<file path="config.mk">
export PLATFORM = sky130hd
export DESIGN_NAME = dao_top
export DESIGN_NICKNAME = d
export VERILOG_FILES = /design/src/hw/dao_pkg.sv /design/src/hw/dao_top.sv /design/src/hw/dao_sync.sv /design/src/hw/dao_fifo.sv
export SDC_FILE = /design/constraint.sdc
export NUM_CORES = 1
export LEC_CHECK = 0
export BUFFER_PORTS_ARGS = -buffer_cell sky130_fd_sc_hd__buf_2
export CORE_ASPECT_RATIO = 0.8
export CORE_MARGIN = 2
export CORE_UTILIZATION = 55
export CTS_CLUSTER_SIZE = 16
export DETAILED_ROUTE_END_ITERATION = 7
export PLACE_DENSITY = 0.68
export SYNTH_ARGS = -nofsm -noshare
export SYNTH_HDL_FRONTEND = slang
export SYNTH_SLANG_ARGS = --single-unit
</file>
<file path="constraint.sdc">
create_clock -name core_clk -period 10.1 [get_ports core_clk]
set_clock_uncertainty 0.2 [all_clocks]
set_input_delay 1.01 -clock core_clk [delete_from_list [all_inputs] [get_ports core_clk]]
set_output_delay 1.01 -clock core_clk [all_outputs]
set_load 0.005 [all_outputs]
</file>
<file path="src/hw/dao_pkg.sv">
`default_nettype none
// ==========================================
// shared constants of the output and mode block
package dao_pkg;
  // ==========================================
  // sample path
  localparam int unsigned SAMPLE_W = 10;
  localparam int unsigned STAGE_W = 11;
  localparam logic [10:0] STAGE_OFFSET = 11'h200;
  localparam logic [9:0] CODE_MAX = 10'h3ff;
  localparam int unsigned FIFO_DEPTH_DEF = 32;
  localparam logic FMT_OFFSET_BIN = 1'b0;
  localparam logic FMT_TWOS_COMP = 1'b1;
  // ==========================================
  // wake-up times, counted in conversion clock cycles
  localparam int unsigned WAKE_CNT_W = 10;
  localparam logic [9:0] WAKE_PD_CYC = 10'h384;
  localparam int unsigned SLEEP_CNT_W = 5;
  localparam logic [4:0] WAKE_SLEEP_CYC = 5'h14;
  // ==========================================
  // sleep control and bias codes {hi, lo}
  localparam logic [1:0] SLEEP_BOTH = 2'h0;
  localparam logic [1:0] SLEEP_CH0_ONLY = 2'h1;
  localparam logic [1:0] SLEEP_CH1_ONLY = 2'h2;
  localparam logic [1:0] SLEEP_NONE = 2'h3;
  localparam logic [1:0] CM_BIAS_OFF = 2'h0;
  // ==========================================
  // wishbone register map, byte addresses
  localparam int unsigned WB_ADR_W = 4;
  localparam logic [3:0] REG_CTRL = 4'h0;
  localparam logic [3:0] REG_STATUS = 4'h4;
  localparam logic [3:0] REG_DROPS = 4'h8;
  localparam logic [3:0] REG_LAST = 4'hc;
  localparam int unsigned CTRL_HOLD_BIT = 0;
  localparam logic CTRL_HOLD_RESET = 1'b0;
  localparam int unsigned DROP_W = 16;
  localparam int unsigned SYNC_STAGES = 3;
  // ==========================================
  // chip mode
  typedef enum logic [2:0] {
    MODE_DOWN = 3'b001,
    MODE_WAKE = 3'b010,
    MODE_RUN = 3'b100
  } dao_mode_type;
endpackage : dao_pkg
`default_nettype wire

</file>
<file path="src/hw/dao_top.sv">
`timescale 1ns/10ps
`default_nettype none
module dao_top #(
  parameter int unsigned FIFO_DEPTH = dao_pkg::FIFO_DEPTH_DEF
) (
  input wire logic core_clk,
  input wire logic reset_n,
  input wire logic conversion_clock,
  input wire logic chip_powerdown_n,
  input wire logic sample_format_select,
  input wire logic sync_clock_out_enable_n,
  input wire logic ch0_output_enable,
  input wire logic ch1_output_enable_n,
  input wire logic sleep_ctrl_hi,
  input wire logic sleep_ctrl_lo,
  input wire logic cm_buffer_bias_hi,
  input wire logic cm_buffer_bias_lo,
  input wire logic [dao_pkg::STAGE_W-1:0] ch0_stage_code,
  input wire logic [dao_pkg::STAGE_W-1:0] ch1_stage_code,
  input wire logic [dao_pkg::WB_ADR_W-1:0] wb_adr_i,
  input wire logic [31:0] wb_dat_i,
  input wire logic [3:0] wb_sel_i,
  input wire logic wb_we_i,
  input wire logic wb_cyc_i,
  input wire logic wb_stb_i,
  output logic [31:0] wb_dat_o,
  output logic wb_ack_o,
  output logic [dao_pkg::SAMPLE_W-1:0] ch0_sample,
  output logic ch0_sample_oe,
  output logic ch0_overrange_flag,
  output logic [dao_pkg::SAMPLE_W-1:0] ch1_sample,
  output logic ch1_sample_oe,
  output logic ch1_overrange_flag,
  output logic sync_clock_out,
  output logic sync_clock_out_oe,
  output logic [1:0] cm_buffer_bias,
  output logic cm_buffer_on
);
  import dao_pkg::*;
  localparam int unsigned CW = SAMPLE_W + 1;
  localparam int unsigned WORD_W = 2 * CW;
  localparam int unsigned LVL_W = $clog2(FIFO_DEPTH) + 1;

  if (FIFO_DEPTH < 2 || FIFO_DEPTH > 128 || (FIFO_DEPTH & (FIFO_DEPTH - 1)) != 0)
  begin : g_bad_depth
    $error("dao_top fifo depth must be a power of two from 2 to 128");
  end

  // ==========================================
  // pin synchronisers
  logic conv_s;
  logic pd_n_s;
  logic fmt_s;
  logic clkoe_n_s;
  logic oe0_s;
  logic oe1_n_s;
  logic [1:0] slp_s;
  logic [1:0] bias_s;
  logic pd;

  dao_sync #(
    .W(10)
  ) u_pins (
    .core_clk(core_clk),
    .reset_n(reset_n),
    .async_in({conversion_clock, chip_powerdown_n, sample_format_select,
               sync_clock_out_enable_n, ch0_output_enable, ch1_output_enable_n,
               sleep_ctrl_hi, sleep_ctrl_lo, cm_buffer_bias_hi, cm_buffer_bias_lo}),
    .sync_out({conv_s, pd_n_s, fmt_s, clkoe_n_s, oe0_s, oe1_n_s, slp_s, bias_s})
  );

  assign pd = ~pd_n_s;

  // ==========================================
  // conversion clock edges
  logic conv_prev_q;
  logic conv_rise;
  logic conv_fall;

  assign conv_rise = conv_s & ~conv_prev_q;
  assign conv_fall = ~conv_s & conv_prev_q;

  // ==========================================
  // chip mode and wake-up counters
  dao_mode_type mode_q;
  dao_mode_type mode_d;
  logic [WAKE_CNT_W-1:0] wake_q;
  logic [WAKE_CNT_W-1:0] wake_d;
  logic [SLEEP_CNT_W-1:0] chw_q [2];
  logic [SLEEP_CNT_W-1:0] chw_d [2];
  logic [1:0] awake;
  logic [1:0] ch_rdy;
  logic [1:0] ch_ok;
  logic standby;

  // code 01 keeps channel 0 alone awake
  assign awake[0] = (slp_s == SLEEP_NONE) || (slp_s == SLEEP_CH0_ONLY);
  assign awake[1] = (slp_s == SLEEP_NONE) || (slp_s == SLEEP_CH1_ONLY);
  assign standby = (slp_s == SLEEP_BOTH);

  always_comb
  begin
    mode_d = mode_q;
    wake_d = wake_q;
    case (mode_q)
      MODE_DOWN:
      begin
        wake_d = '0;
        if (!pd)
          mode_d = MODE_WAKE;
      end
      MODE_WAKE:
      begin
        if (conv_rise)
        begin
          if (wake_q == WAKE_PD_CYC - 1'b1)
            mode_d = MODE_RUN;
          else
            wake_d = wake_q + 1'b1;
        end
      end
      MODE_RUN:
        wake_d = wake_q;
      default:
        mode_d = MODE_DOWN;
    endcase
    if (pd)
      mode_d = MODE_DOWN;
    for (int c = 0; c < 2; c++)
    begin
      chw_d[c] = chw_q[c];
      if (!awake[c] || mode_q == MODE_DOWN)
        chw_d[c] = '0;
      else if (conv_rise && chw_q[c] != WAKE_SLEEP_CYC)
        chw_d[c] = chw_q[c] + 1'b1;
    end
  end

  always_ff @(posedge core_clk or negedge reset_n)
  begin
    if (!reset_n)
    begin
      mode_q <= MODE_DOWN;
      wake_q <= '0;
      chw_q[0] <= '0;
      chw_q[1] <= '0;
      conv_prev_q <= 1'b0;
    end
    else
    begin
      mode_q <= mode_d;
      wake_q <= wake_d;
      chw_q <= chw_d;
      conv_prev_q <= conv_s;
    end
  end

  for (genvar c = 0; c < 2; c++) begin : g_ch
    assign ch_rdy[c] = (chw_q[c] == WAKE_SLEEP_CYC);
    assign ch_ok[c] = (mode_q == MODE_RUN) & awake[c] & ch_rdy[c];
  end

  // ==========================================
  // error correction and capture into the fifo
  function automatic logic [CW-1:0] correct(input logic [STAGE_W-1:0] s);
    logic [STAGE_W-1:0] t;
    t = s - STAGE_OFFSET;
    if (s < STAGE_OFFSET)
      correct = {1'b1, {SAMPLE_W{1'b0}}};
    else if (t > {1'b0, CODE_MAX})
      correct = {1'b1, CODE_MAX};
    else
      correct = {1'b0, t[SAMPLE_W-1:0]};
  endfunction : correct

  logic [WORD_W-1:0] cap_word;
  logic [WORD_W-1:0] word;
  logic push_req;
  logic in_ready;
  logic out_valid;
  logic pop;
  logic hold_q;
  logic [LVL_W-1:0] level;

  assign cap_word = {correct(ch1_stage_code), correct(ch0_stage_code)};
  assign push_req = conv_rise & (mode_q != MODE_DOWN);
  assign pop = conv_rise & out_valid & ~hold_q & ~pd;

  dao_fifo #(
    .WIDTH(WORD_W),
    .DEPTH(FIFO_DEPTH)
  ) u_fifo (
    .core_clk(core_clk),
    .reset_n(reset_n),
    .clear(pd),
    .in_valid(push_req),
    .in_ready(in_ready),
    .in_data(cap_word),
    .out_valid(out_valid),
    .out_ready(pop),
    .out_data(word),
    .level(level)
  );

  // ==========================================
  // output stage
  logic [SAMPLE_W-1:0] smp_q [2];
  logic [SAMPLE_W-1:0] smp_d [2];
  logic [1:0] ovr_q;
  logic [1:0] ovr_d;
  logic [1:0] oe_q;
  logic [1:0] oe_d;
  logic sclk_q;
  logic sclk_d;
  logic sclk_oe_q;
  logic [1:0] bias_q;
  logic cm_on_q;
  logic [CW-1:0] cw;

  always_comb
  begin
    cw = '0;
    for (int c = 0; c < 2; c++)
    begin
      smp_d[c] = smp_q[c];
      ovr_d[c] = ovr_q[c];
      if (pop)
      begin
        cw = word[c*CW +: CW];
        smp_d[c] = '0;
        ovr_d[c] = 1'b0;
        if (ch_ok[c])
        begin
          smp_d[c] = {cw[SAMPLE_W-1] ^ (fmt_s == FMT_TWOS_COMP), cw[SAMPLE_W-2:0]};
          ovr_d[c] = cw[SAMPLE_W];
        end
      end
      if (pd)
      begin
        smp_d[c] = '0;
        ovr_d[c] = 1'b0;
      end
    end
    oe_d[0] = oe0_s;
    oe_d[1] = ~oe1_n_s;
    sclk_d = sclk_q;
    if (conv_rise)
      sclk_d = 1'b0;
    else if (conv_fall)
      sclk_d = 1'b1;
    if (pd)
      sclk_d = 1'b0;
  end

  always_ff @(posedge core_clk or negedge reset_n)
  begin
    if (!reset_n)
    begin
      smp_q[0] <= '0;
      smp_q[1] <= '0;
      ovr_q <= '0;
      oe_q <= '0;
      sclk_q <= 1'b0;
      sclk_oe_q <= 1'b0;
      bias_q <= CM_BIAS_OFF;
      cm_on_q <= 1'b0;
    end
    else
    begin
      smp_q <= smp_d;
      ovr_q <= ovr_d;
      oe_q <= oe_d;
      sclk_q <= sclk_d;
      sclk_oe_q <= ~clkoe_n_s;
      bias_q <= pd ? CM_BIAS_OFF : bias_s;
      cm_on_q <= ~pd & (bias_s != CM_BIAS_OFF);
    end
  end

  assign ch0_sample = smp_q[0];
  assign ch1_sample = smp_q[1];
  assign ch0_overrange_flag = ovr_q[0];
  assign ch1_overrange_flag = ovr_q[1];
  assign ch0_sample_oe = oe_q[0];
  assign ch1_sample_oe = oe_q[1];
  assign sync_clock_out = sclk_q;
  assign sync_clock_out_oe = sclk_oe_q;
  assign cm_buffer_bias = bias_q;
  assign cm_buffer_on = cm_on_q;

  // ==========================================
  // wishbone slave
  logic hold_d;
  logic [DROP_W-1:0] drop_q;
  logic [DROP_W-1:0] drop_d;
  logic [WORD_W-1:0] last_q;
  logic [WORD_W-1:0] last_d;
  logic ack_q;
  logic ack_d;
  logic [31:0] dat_q;
  logic [31:0] dat_d;
  logic req;

  assign req = wb_cyc_i & wb_stb_i & ~ack_q;

  always_comb
  begin
    ack_d = req;
    dat_d = '0;
    hold_d = hold_q;
    drop_d = drop_q;
    last_d = last_q;
    if (push_req && !in_ready)
      drop_d = drop_q + 1'b1;
    if (push_req && in_ready)
      last_d = cap_word;
    if (req && wb_we_i && wb_adr_i == REG_CTRL && wb_sel_i[0])
      hold_d = wb_dat_i[CTRL_HOLD_BIT];
    if (req && !wb_we_i)
    begin
      case (wb_adr_i)
        REG_CTRL: dat_d = {31'h0, hold_q};
        REG_STATUS: dat_d = {16'h0, 8'(level), 1'b0, mode_q, standby, ch_ok, pd_n_s};
        REG_DROPS: dat_d = {16'h0, drop_q};
        REG_LAST: dat_d = {10'h0, last_q};
        default: dat_d = '0;
      endcase
    end
  end

  always_ff @(posedge core_clk or negedge reset_n)
  begin
    if (!reset_n)
    begin
      ack_q <= 1'b0;
      dat_q <= '0;
      hold_q <= CTRL_HOLD_RESET;
      drop_q <= '0;
      last_q <= '0;
    end
    else
    begin
      ack_q <= ack_d;
      dat_q <= dat_d;
      hold_q <= hold_d;
      drop_q <= drop_d;
      last_q <= last_d;
    end
  end

  assign wb_ack_o = ack_q;
  assign wb_dat_o = dat_q;

  // ==========================================
  // checks
  chk_pd_outputs_zero: assert property (@(posedge core_clk) disable iff (!reset_n)
    pd && $past(pd) |-> smp_q[0] == '0 && smp_q[1] == '0 && ovr_q == '0 && !sclk_q && !cm_on_q)
    else $error("outputs not zero in power-down");

  chk_clk_out_enable: assert property (@(posedge core_clk) disable iff (!reset_n)
    reset_n |=> sync_clock_out_oe == !$past(clkoe_n_s))
    else $error("output clock enable wrong");

  chk_ch1_tristate: assert property (@(posedge core_clk) disable iff (!reset_n)
    oe1_n_s |=> !ch1_sample_oe)
    else $error("channel 1 driven while its enable is high");

  chk_ch0_tristate: assert property (@(posedge core_clk) disable iff (!reset_n)
    !oe0_s |=> !ch0_sample_oe)
    else $error("channel 0 driven while its enable is low");

  chk_sleep_both_zero: assert property (@(posedge core_clk) disable iff (!reset_n)
    pop && slp_s == SLEEP_BOTH |=> smp_q[0] == '0 && smp_q[1] == '0)
    else $error("sleeping channels produced samples");

  chk_pd_wake_time: assert property (@(posedge core_clk) disable iff (!reset_n)
    $rose(mode_q == MODE_RUN) |-> $past(wake_q) == WAKE_PD_CYC - 1'b1)
    else $error("power-down wake time wrong");

  chk_sleep_wake_time: assert property (@(posedge core_clk) disable iff (!reset_n)
    $rose(ch_rdy[0]) |-> $past(chw_q[0]) == WAKE_SLEEP_CYC - 1'b1 && $past(conv_rise))
    else $error("sleep wake time wrong");

  chk_format_msb: assert property (@(posedge core_clk) disable iff (!reset_n)
    pop && ch_ok[0] && !pd |=> smp_q[0][SAMPLE_W-1] == ($past(word[SAMPLE_W-1]) ^ $past(fmt_s)))
    else $error("sample format msb wrong");

  chk_overrange_flag: assert property (@(posedge core_clk) disable iff (!reset_n)
    pop && ch_ok[1] && !pd |=> ch1_overrange_flag == $past(word[WORD_W-1]))
    else $error("overrange flag wrong");

  chk_update_cause: assert property (@(posedge core_clk) disable iff (!reset_n)
    $changed(smp_q[0]) |-> $past(pop) || $past(pd))
    else $error("sample changed outside a conversion edge");

  chk_bias_off: assert property (@(posedge core_clk) disable iff (!reset_n)
    bias_s == CM_BIAS_OFF |=> !cm_buffer_on)
    else $error("common-mode buffer on with code 00");
endmodule : dao_top
`default_nettype wire

</file>
<file path="src/hw/dao_sync.sv">
`timescale 1ns/10ps
`default_nettype none
// ==========================================
// three-stage pin synchroniser; a change counts once stages two and three agree
module dao_sync #(
  parameter int unsigned W = 1
) (
  input wire logic core_clk,
  input wire logic reset_n,
  input wire logic [W-1:0] async_in,
  output logic [W-1:0] sync_out
);
  import dao_pkg::*;
  logic [W-1:0] s1_q;
  logic [W-1:0] s2_q;
  logic [W-1:0] s3_q;
  logic [W-1:0] out_q;
  logic [W-1:0] out_d;

  if (W < 1) begin : g_bad_width
    $error("dao_sync width must be at least one");
  end

  always_comb
  begin
    out_d = (s3_q & ~(s2_q ^ s3_q)) | (out_q & (s2_q ^ s3_q));
  end

  always_ff @(posedge core_clk or negedge reset_n)
  begin
    if (!reset_n)
    begin
      s1_q <= '0;
      s2_q <= '0;
      s3_q <= '0;
      out_q <= '0;
    end
    else
    begin
      s1_q <= async_in;
      s2_q <= s1_q;
      s3_q <= s2_q;
      out_q <= out_d;
    end
  end

  assign sync_out = out_q;
endmodule : dao_sync
`default_nettype wire

</file>
<file path="src/hw/dao_fifo.sv">
`timescale 1ns/10ps
`default_nettype none
// ==========================================
// sample fifo with valid/ready on both sides
module dao_fifo #(
  parameter int unsigned WIDTH = 22,
  parameter int unsigned DEPTH = 32
) (
  input wire logic core_clk,
  input wire logic reset_n,
  input wire logic clear,
  input wire logic in_valid,
  output logic in_ready,
  input wire logic [WIDTH-1:0] in_data,
  output logic out_valid,
  input wire logic out_ready,
  output logic [WIDTH-1:0] out_data,
  output logic [$clog2(DEPTH):0] level
);
  import dao_pkg::*;
  localparam int unsigned AW = $clog2(DEPTH);
  logic [WIDTH-1:0] mem [DEPTH];
  logic [AW:0] wr_q;
  logic [AW:0] wr_d;
  logic [AW:0] rd_q;
  logic [AW:0] rd_d;
  logic push;
  logic pop;

  if (DEPTH < 2 || (DEPTH & (DEPTH - 1)) != 0) begin : g_bad_depth
    $error("dao_fifo depth must be a power of two of at least two");
  end

  assign level = wr_q - rd_q;
  assign in_ready = (level != (AW + 1)'(DEPTH));
  assign out_valid = (wr_q != rd_q);
  assign out_data = mem[rd_q[AW-1:0]];
  assign push = in_valid & in_ready & ~clear;
  assign pop = out_valid & out_ready & ~clear;

  always_comb
  begin
    wr_d = wr_q;
    rd_d = rd_q;
    if (clear)
    begin
      wr_d = '0;
      rd_d = '0;
    end
    else
    begin
      if (push)
        wr_d = wr_q + 1'b1;
      if (pop)
        rd_d = rd_q + 1'b1;
    end
  end

  always_ff @(posedge core_clk or negedge reset_n)
  begin
    if (!reset_n)
    begin
      wr_q <= '0;
      rd_q <= '0;
    end
    else
    begin
      wr_q <= wr_d;
      rd_q <= rd_d;
    end
  end

  always_ff @(posedge core_clk)
  begin
    if (push)
      mem[wr_q[AW-1:0]] <= in_data;
  end
endmodule : dao_fifo
`default_nettype wire

</file>
==> metrics.md <==
| Metric | Value |
|---|---|
| Run status | completed |
| Die Area | 0.06462 mm^2 |
| Reg2Reg Depth | 8 |
| Post-route setup slack | 4.841 ns |
| CTS Root Cell | clkbuf_16 |
| CP Capture Type | flip-flop |
| Grt total ovfl | 0 |
| Register area share after synthesis | 73.55% |
| CTS H-Tree Depth | 3 |
| Worst-Skew Late Latency | 0.64 ns |
| Clock slew at reported path FFs | 0.06 ns |
| Lkg Pwr | 13.33 nW |
| Initial antenna violation count | 0 |
| First drt pass iteration count | 6 |
| Sink Count | 871 |
| CP max FO | 33 |
| Starting DRT DRC Count | 2018 |
| Core ar. | 0.06228 mm^2 |
| Avg Inst Size Synth | 18.64 um^2 |
| NumNets Final | 2084 |
| Dpl ws | 4.817 ns |
| Via/cell ratio | 6.179 |
| Worst R2R Setup Slack | 4.84 ns |
| DR WL/cell | 25.69 um |
| Number of synthesized flops with an enable pin | 704 |
| Commonest cells after routing, fill and taps aside | 704 x edfxtp_1, 163 x dfrtp_1, 142 x mux4_2, 93 x buf_2, 85 x mux2i_1 |
| CTS tree | done |
| Hpwl dp | 44090 um |
| Flop pwr share | 53.9% |
| Die height | 227.8 um |
| Sw frac | 21.99% |
| Mapped Cells | 1847 |
| Area Growth Syn to Fin | 12.55% |
| Period utilization | 52.07% |
| Synth unique cells | 66 |
| Critical path class | flip-flop to flip-flop |
| Setup TNS | 0 ns |
| CTS buffer count | 82 |
| Synth area leaders | edfxtp_1 61%, dfrtp_1 12%, mux4_2 9.3% |
| Residual DRC | 0 |
| RSZ-0062 raised after global routing | no |
| Via count | 17.87k |
| Biggest area consumer among synthesized cells | edfxtp_1 |
| Largest net degree at the start of global routing | 101 |
| Reg2reg start | u_fifo.rd_q[0]$_DFFE_PN0P_ |
| Synth top area share | 61.41% |
| Routability congestion estimate | 0.8169 |
| Most common cell after layout, fill and taps aside | edfxtp_1 |
| Minimum clock period | 5.259 ns |
| Post-CTS Hold Buffers | 0 |
| Post-CTS setup buffer count | 0 |
| Max cap viols | 0 |
| Clock share of power | 39.4% |
| Worst setup path end | u_fifo.mem[4][15]$_DFFE_PP_ |
| CP startpoint | u_fifo.rd_q[0]$_DFFE_PN0P_ |
| Net load switching power | 1.658 mW |
| Comb power frac | 6.7% |
| Slew @ Worst Pin | 1.322 ns |
| Req. time, crit path | 10.22 ns |
| Yosys warns | 0 |
| Ys async rst share | 19.17% |
| Count of final hold-check violations | 0 |
| Final Slew Violations | 0 |
| Chip width | 283.7 um |
| Most used DFF post-synth | edfxtp_1 |
| Critical path arrival | 5.38 ns |
| CP Launch Type | flip-flop |
| Fmax | 190.1 MHz |
| Rel. slew slack | 11.46% |
| Antenna cells | 0 |
| First-pass GRT wire length | 112600 um |
| GRT Util Overall | 23.29% |
| Initial core utilization | 55.28% |
| VDD IR max | 0.1825 mV |
| Share of cells above drive strength 1 | 25.58% |
| Power per cell area | 194.6 mW/mm^2 |
| Vias in the first global route | 18.05k |
| R2R Path End | u_fifo.mem[4][15]$_DFFE_PP_ |
| Filler cells | 4342 |
| Routed Antenna Nets | 0 |
| WL final | 74300 um |
| Row count | 82 |
| Min-Delay Path Class | flip-flop to flip-flop |
| Buffers on Ports | 94 |
| # IOs | 139 |
| Area of the mapped netlist | 0.03443 mm^2 |
| Worst-case clock buffer depth | 3 |
| Resized cells post-CTS | 0 |
| Cell Int Power | 5.884 mW |
| Post-synthesis sequential element count | 871 |
| Final setup viols | 0 |
metal layers:
layer	up-vias	routed length [um]	global-route usage, %
li1	7714	-	-
met1	9332	32090	34.52
met2	702	35000	35.84
met3	122	5702	4.830
met4	0	1512	5.985
met5	-	0	0
stage by stage:
step	hold slack, ns	cell area, um^2	power, mW	util, %	instances
after floorplan	0.1312	34460	4.485	-	1856
after global placement	0.1321	36150	4.630	58.05	2741
after detailed placement	0.1358	36150	4.647	58.05	2741
after CTS	0.1497	38750	7.598	62.22	2892
after global routing	0.1513	38750	7.801	62.22	2892
final	0.1457	38750	7.542	62.22	2892
how the worst min path moves through the flow:
stage               slack [ns]                  endpoint                     start  cells past startpoint
finish                    0.15  u_pins.s2_q[3]$_DFF_PN0_  u_pins.s1_q[3]$_DFF_PN0_                      0
global placement          0.13  u_pins.s2_q[9]$_DFF_PN0_  u_pins.s1_q[9]$_DFF_PN0_                      0
CTS                       0.15  u_pins.s2_q[3]$_DFF_PN0_  u_pins.s1_q[3]$_DFF_PN0_                      0
detailed placement        0.14  u_pins.s2_q[3]$_DFF_PN0_  u_pins.s1_q[3]$_DFF_PN0_                      0
floorplan                 0.13  u_pins.s2_q[0]$_DFF_PN0_  u_pins.s1_q[0]$_DFF_PN0_                      0
global route              0.15  u_pins.s2_q[9]$_DFF_PN0_  u_pins.s1_q[9]$_DFF_PN0_                      0
registers in the layout, indices dropped and copies added (netlist names), named ones only:
register,cells
u_pins.s1_q,10
cm_buffer_on,1
hold_q,1
last_q,22
chw_q,10
conv_prev_q,1
sync_clock_out,1
u_fifo.wr_q,6
u_fifo.mem,704
wb_dat_o,22
sync_clock_out_oe,1
u_pins.s2_q,10
oe_q,2
ovr_q,2
ch0_sample,10
mode_q,3
u_pins.s3_q,10
cm_buffer_bias,2
ch1_sample,10
u_fifo.rd_q,6
wb_ack_o,1
wake_q,10
drop_q,16
cells in the mapped netlist (2+ instances only):
| cell type | count |
|---|---|
| buf_4 | 18 |
| nand3b_1 | 3 |
| buf_1 | 3 |
| mux2_2 | 6 |
| ha_1 | 21 |
| mux2_4 | 18 |
| and2_1 | 23 |
| buf_6 | 8 |
| nor4_1 | 8 |
| nor3_1 | 47 |
| or3_1 | 5 |
| o21ai_1 | 2 |
| o22ai_1 | 19 |
| a221oi_1 | 43 |
| dfrtp_1 | 166 |
| xor2_1 | 30 |
| buf_12 | 3 |
| o21a_1 | 2 |
| a21o_1 | 58 |
| nand2_1 | 48 |
| nand4_1 | 23 |
| nand3_1 | 17 |
| and3_1 | 9 |
| and4_1 | 2 |
| edfxtp_1 | 704 |
| nand2b_1 | 10 |
| nor2_1 | 48 |
| o21ai_0 | 12 |
| nor2b_1 | 5 |
| nand4b_1 | 2 |
| mux4_2 | 142 |
| clkbuf_1 | 57 |
| a222oi_1 | 42 |
| a21oi_1 | 31 |
| a22oi_1 | 10 |
| inv_1 | 41 |
| buf_2 | 25 |
| or2_2 | 5 |
| maj3_1 | 10 |
| xnor2_1 | 10 |
| mux2i_1 | 85 |
| o31ai_1 | 2 |
area by class of cell:
class / count / area (um^2) / area share [%]
clock buffers: 103 / 2182 / 5.632
clock inverters: 48 / 410.4 / 1.059
inverters: 41 / 153.9 / 0.3972
multi-input cells: 830 / 8643 / 22.31
flip-flops and latches: 871 / 25330 / 65.37
well taps: 840 / 1051 / 2.712
repair buffers: 159 / 977.2 / 2.522
critical path: stages (launching register included):
cell,delay (ns)
dfrtp_4,0.88
ha_1,0.35
nor2b_4,0.06
o31a_1,0.29
a31o_1,0.25
nor2_1,0.86
o21ai_4,0.52
nor3_2,1.11
buf_4,0.40
cell families (layout without fill, tap and decap cells):
family / Yosys count / in the layout / share of synthesized area [%]
DFF: 871 / 871 / 73.55
and+or+nand+nor: 263 / 263 / 3.973
muxes: 251 / 251 / 12.74
AOI/OAI and AO/OA: 234 / 234 / 5.299
buffers and inverters: 155 / 351 / 2.293
xor gates and xnor gates: 40 / 40 / 1.018
adders and majority gates: 32 / 32 / 1.112
other: 1 / 10 / 0.01089
power by group through the flow:
stage	Clock, mW	Combinational, mW	Sequential [mW]
floorplan	0	0.379	4.11
global placement	0	0.496	4.13
detailed placement	0	0.512	4.14
CTS	3.02	0.513	4.06
global route	3.17	0.556	4.07
finish	2.97	0.508	4.06
Note: power is estimated with default switching activity, not from simulation.
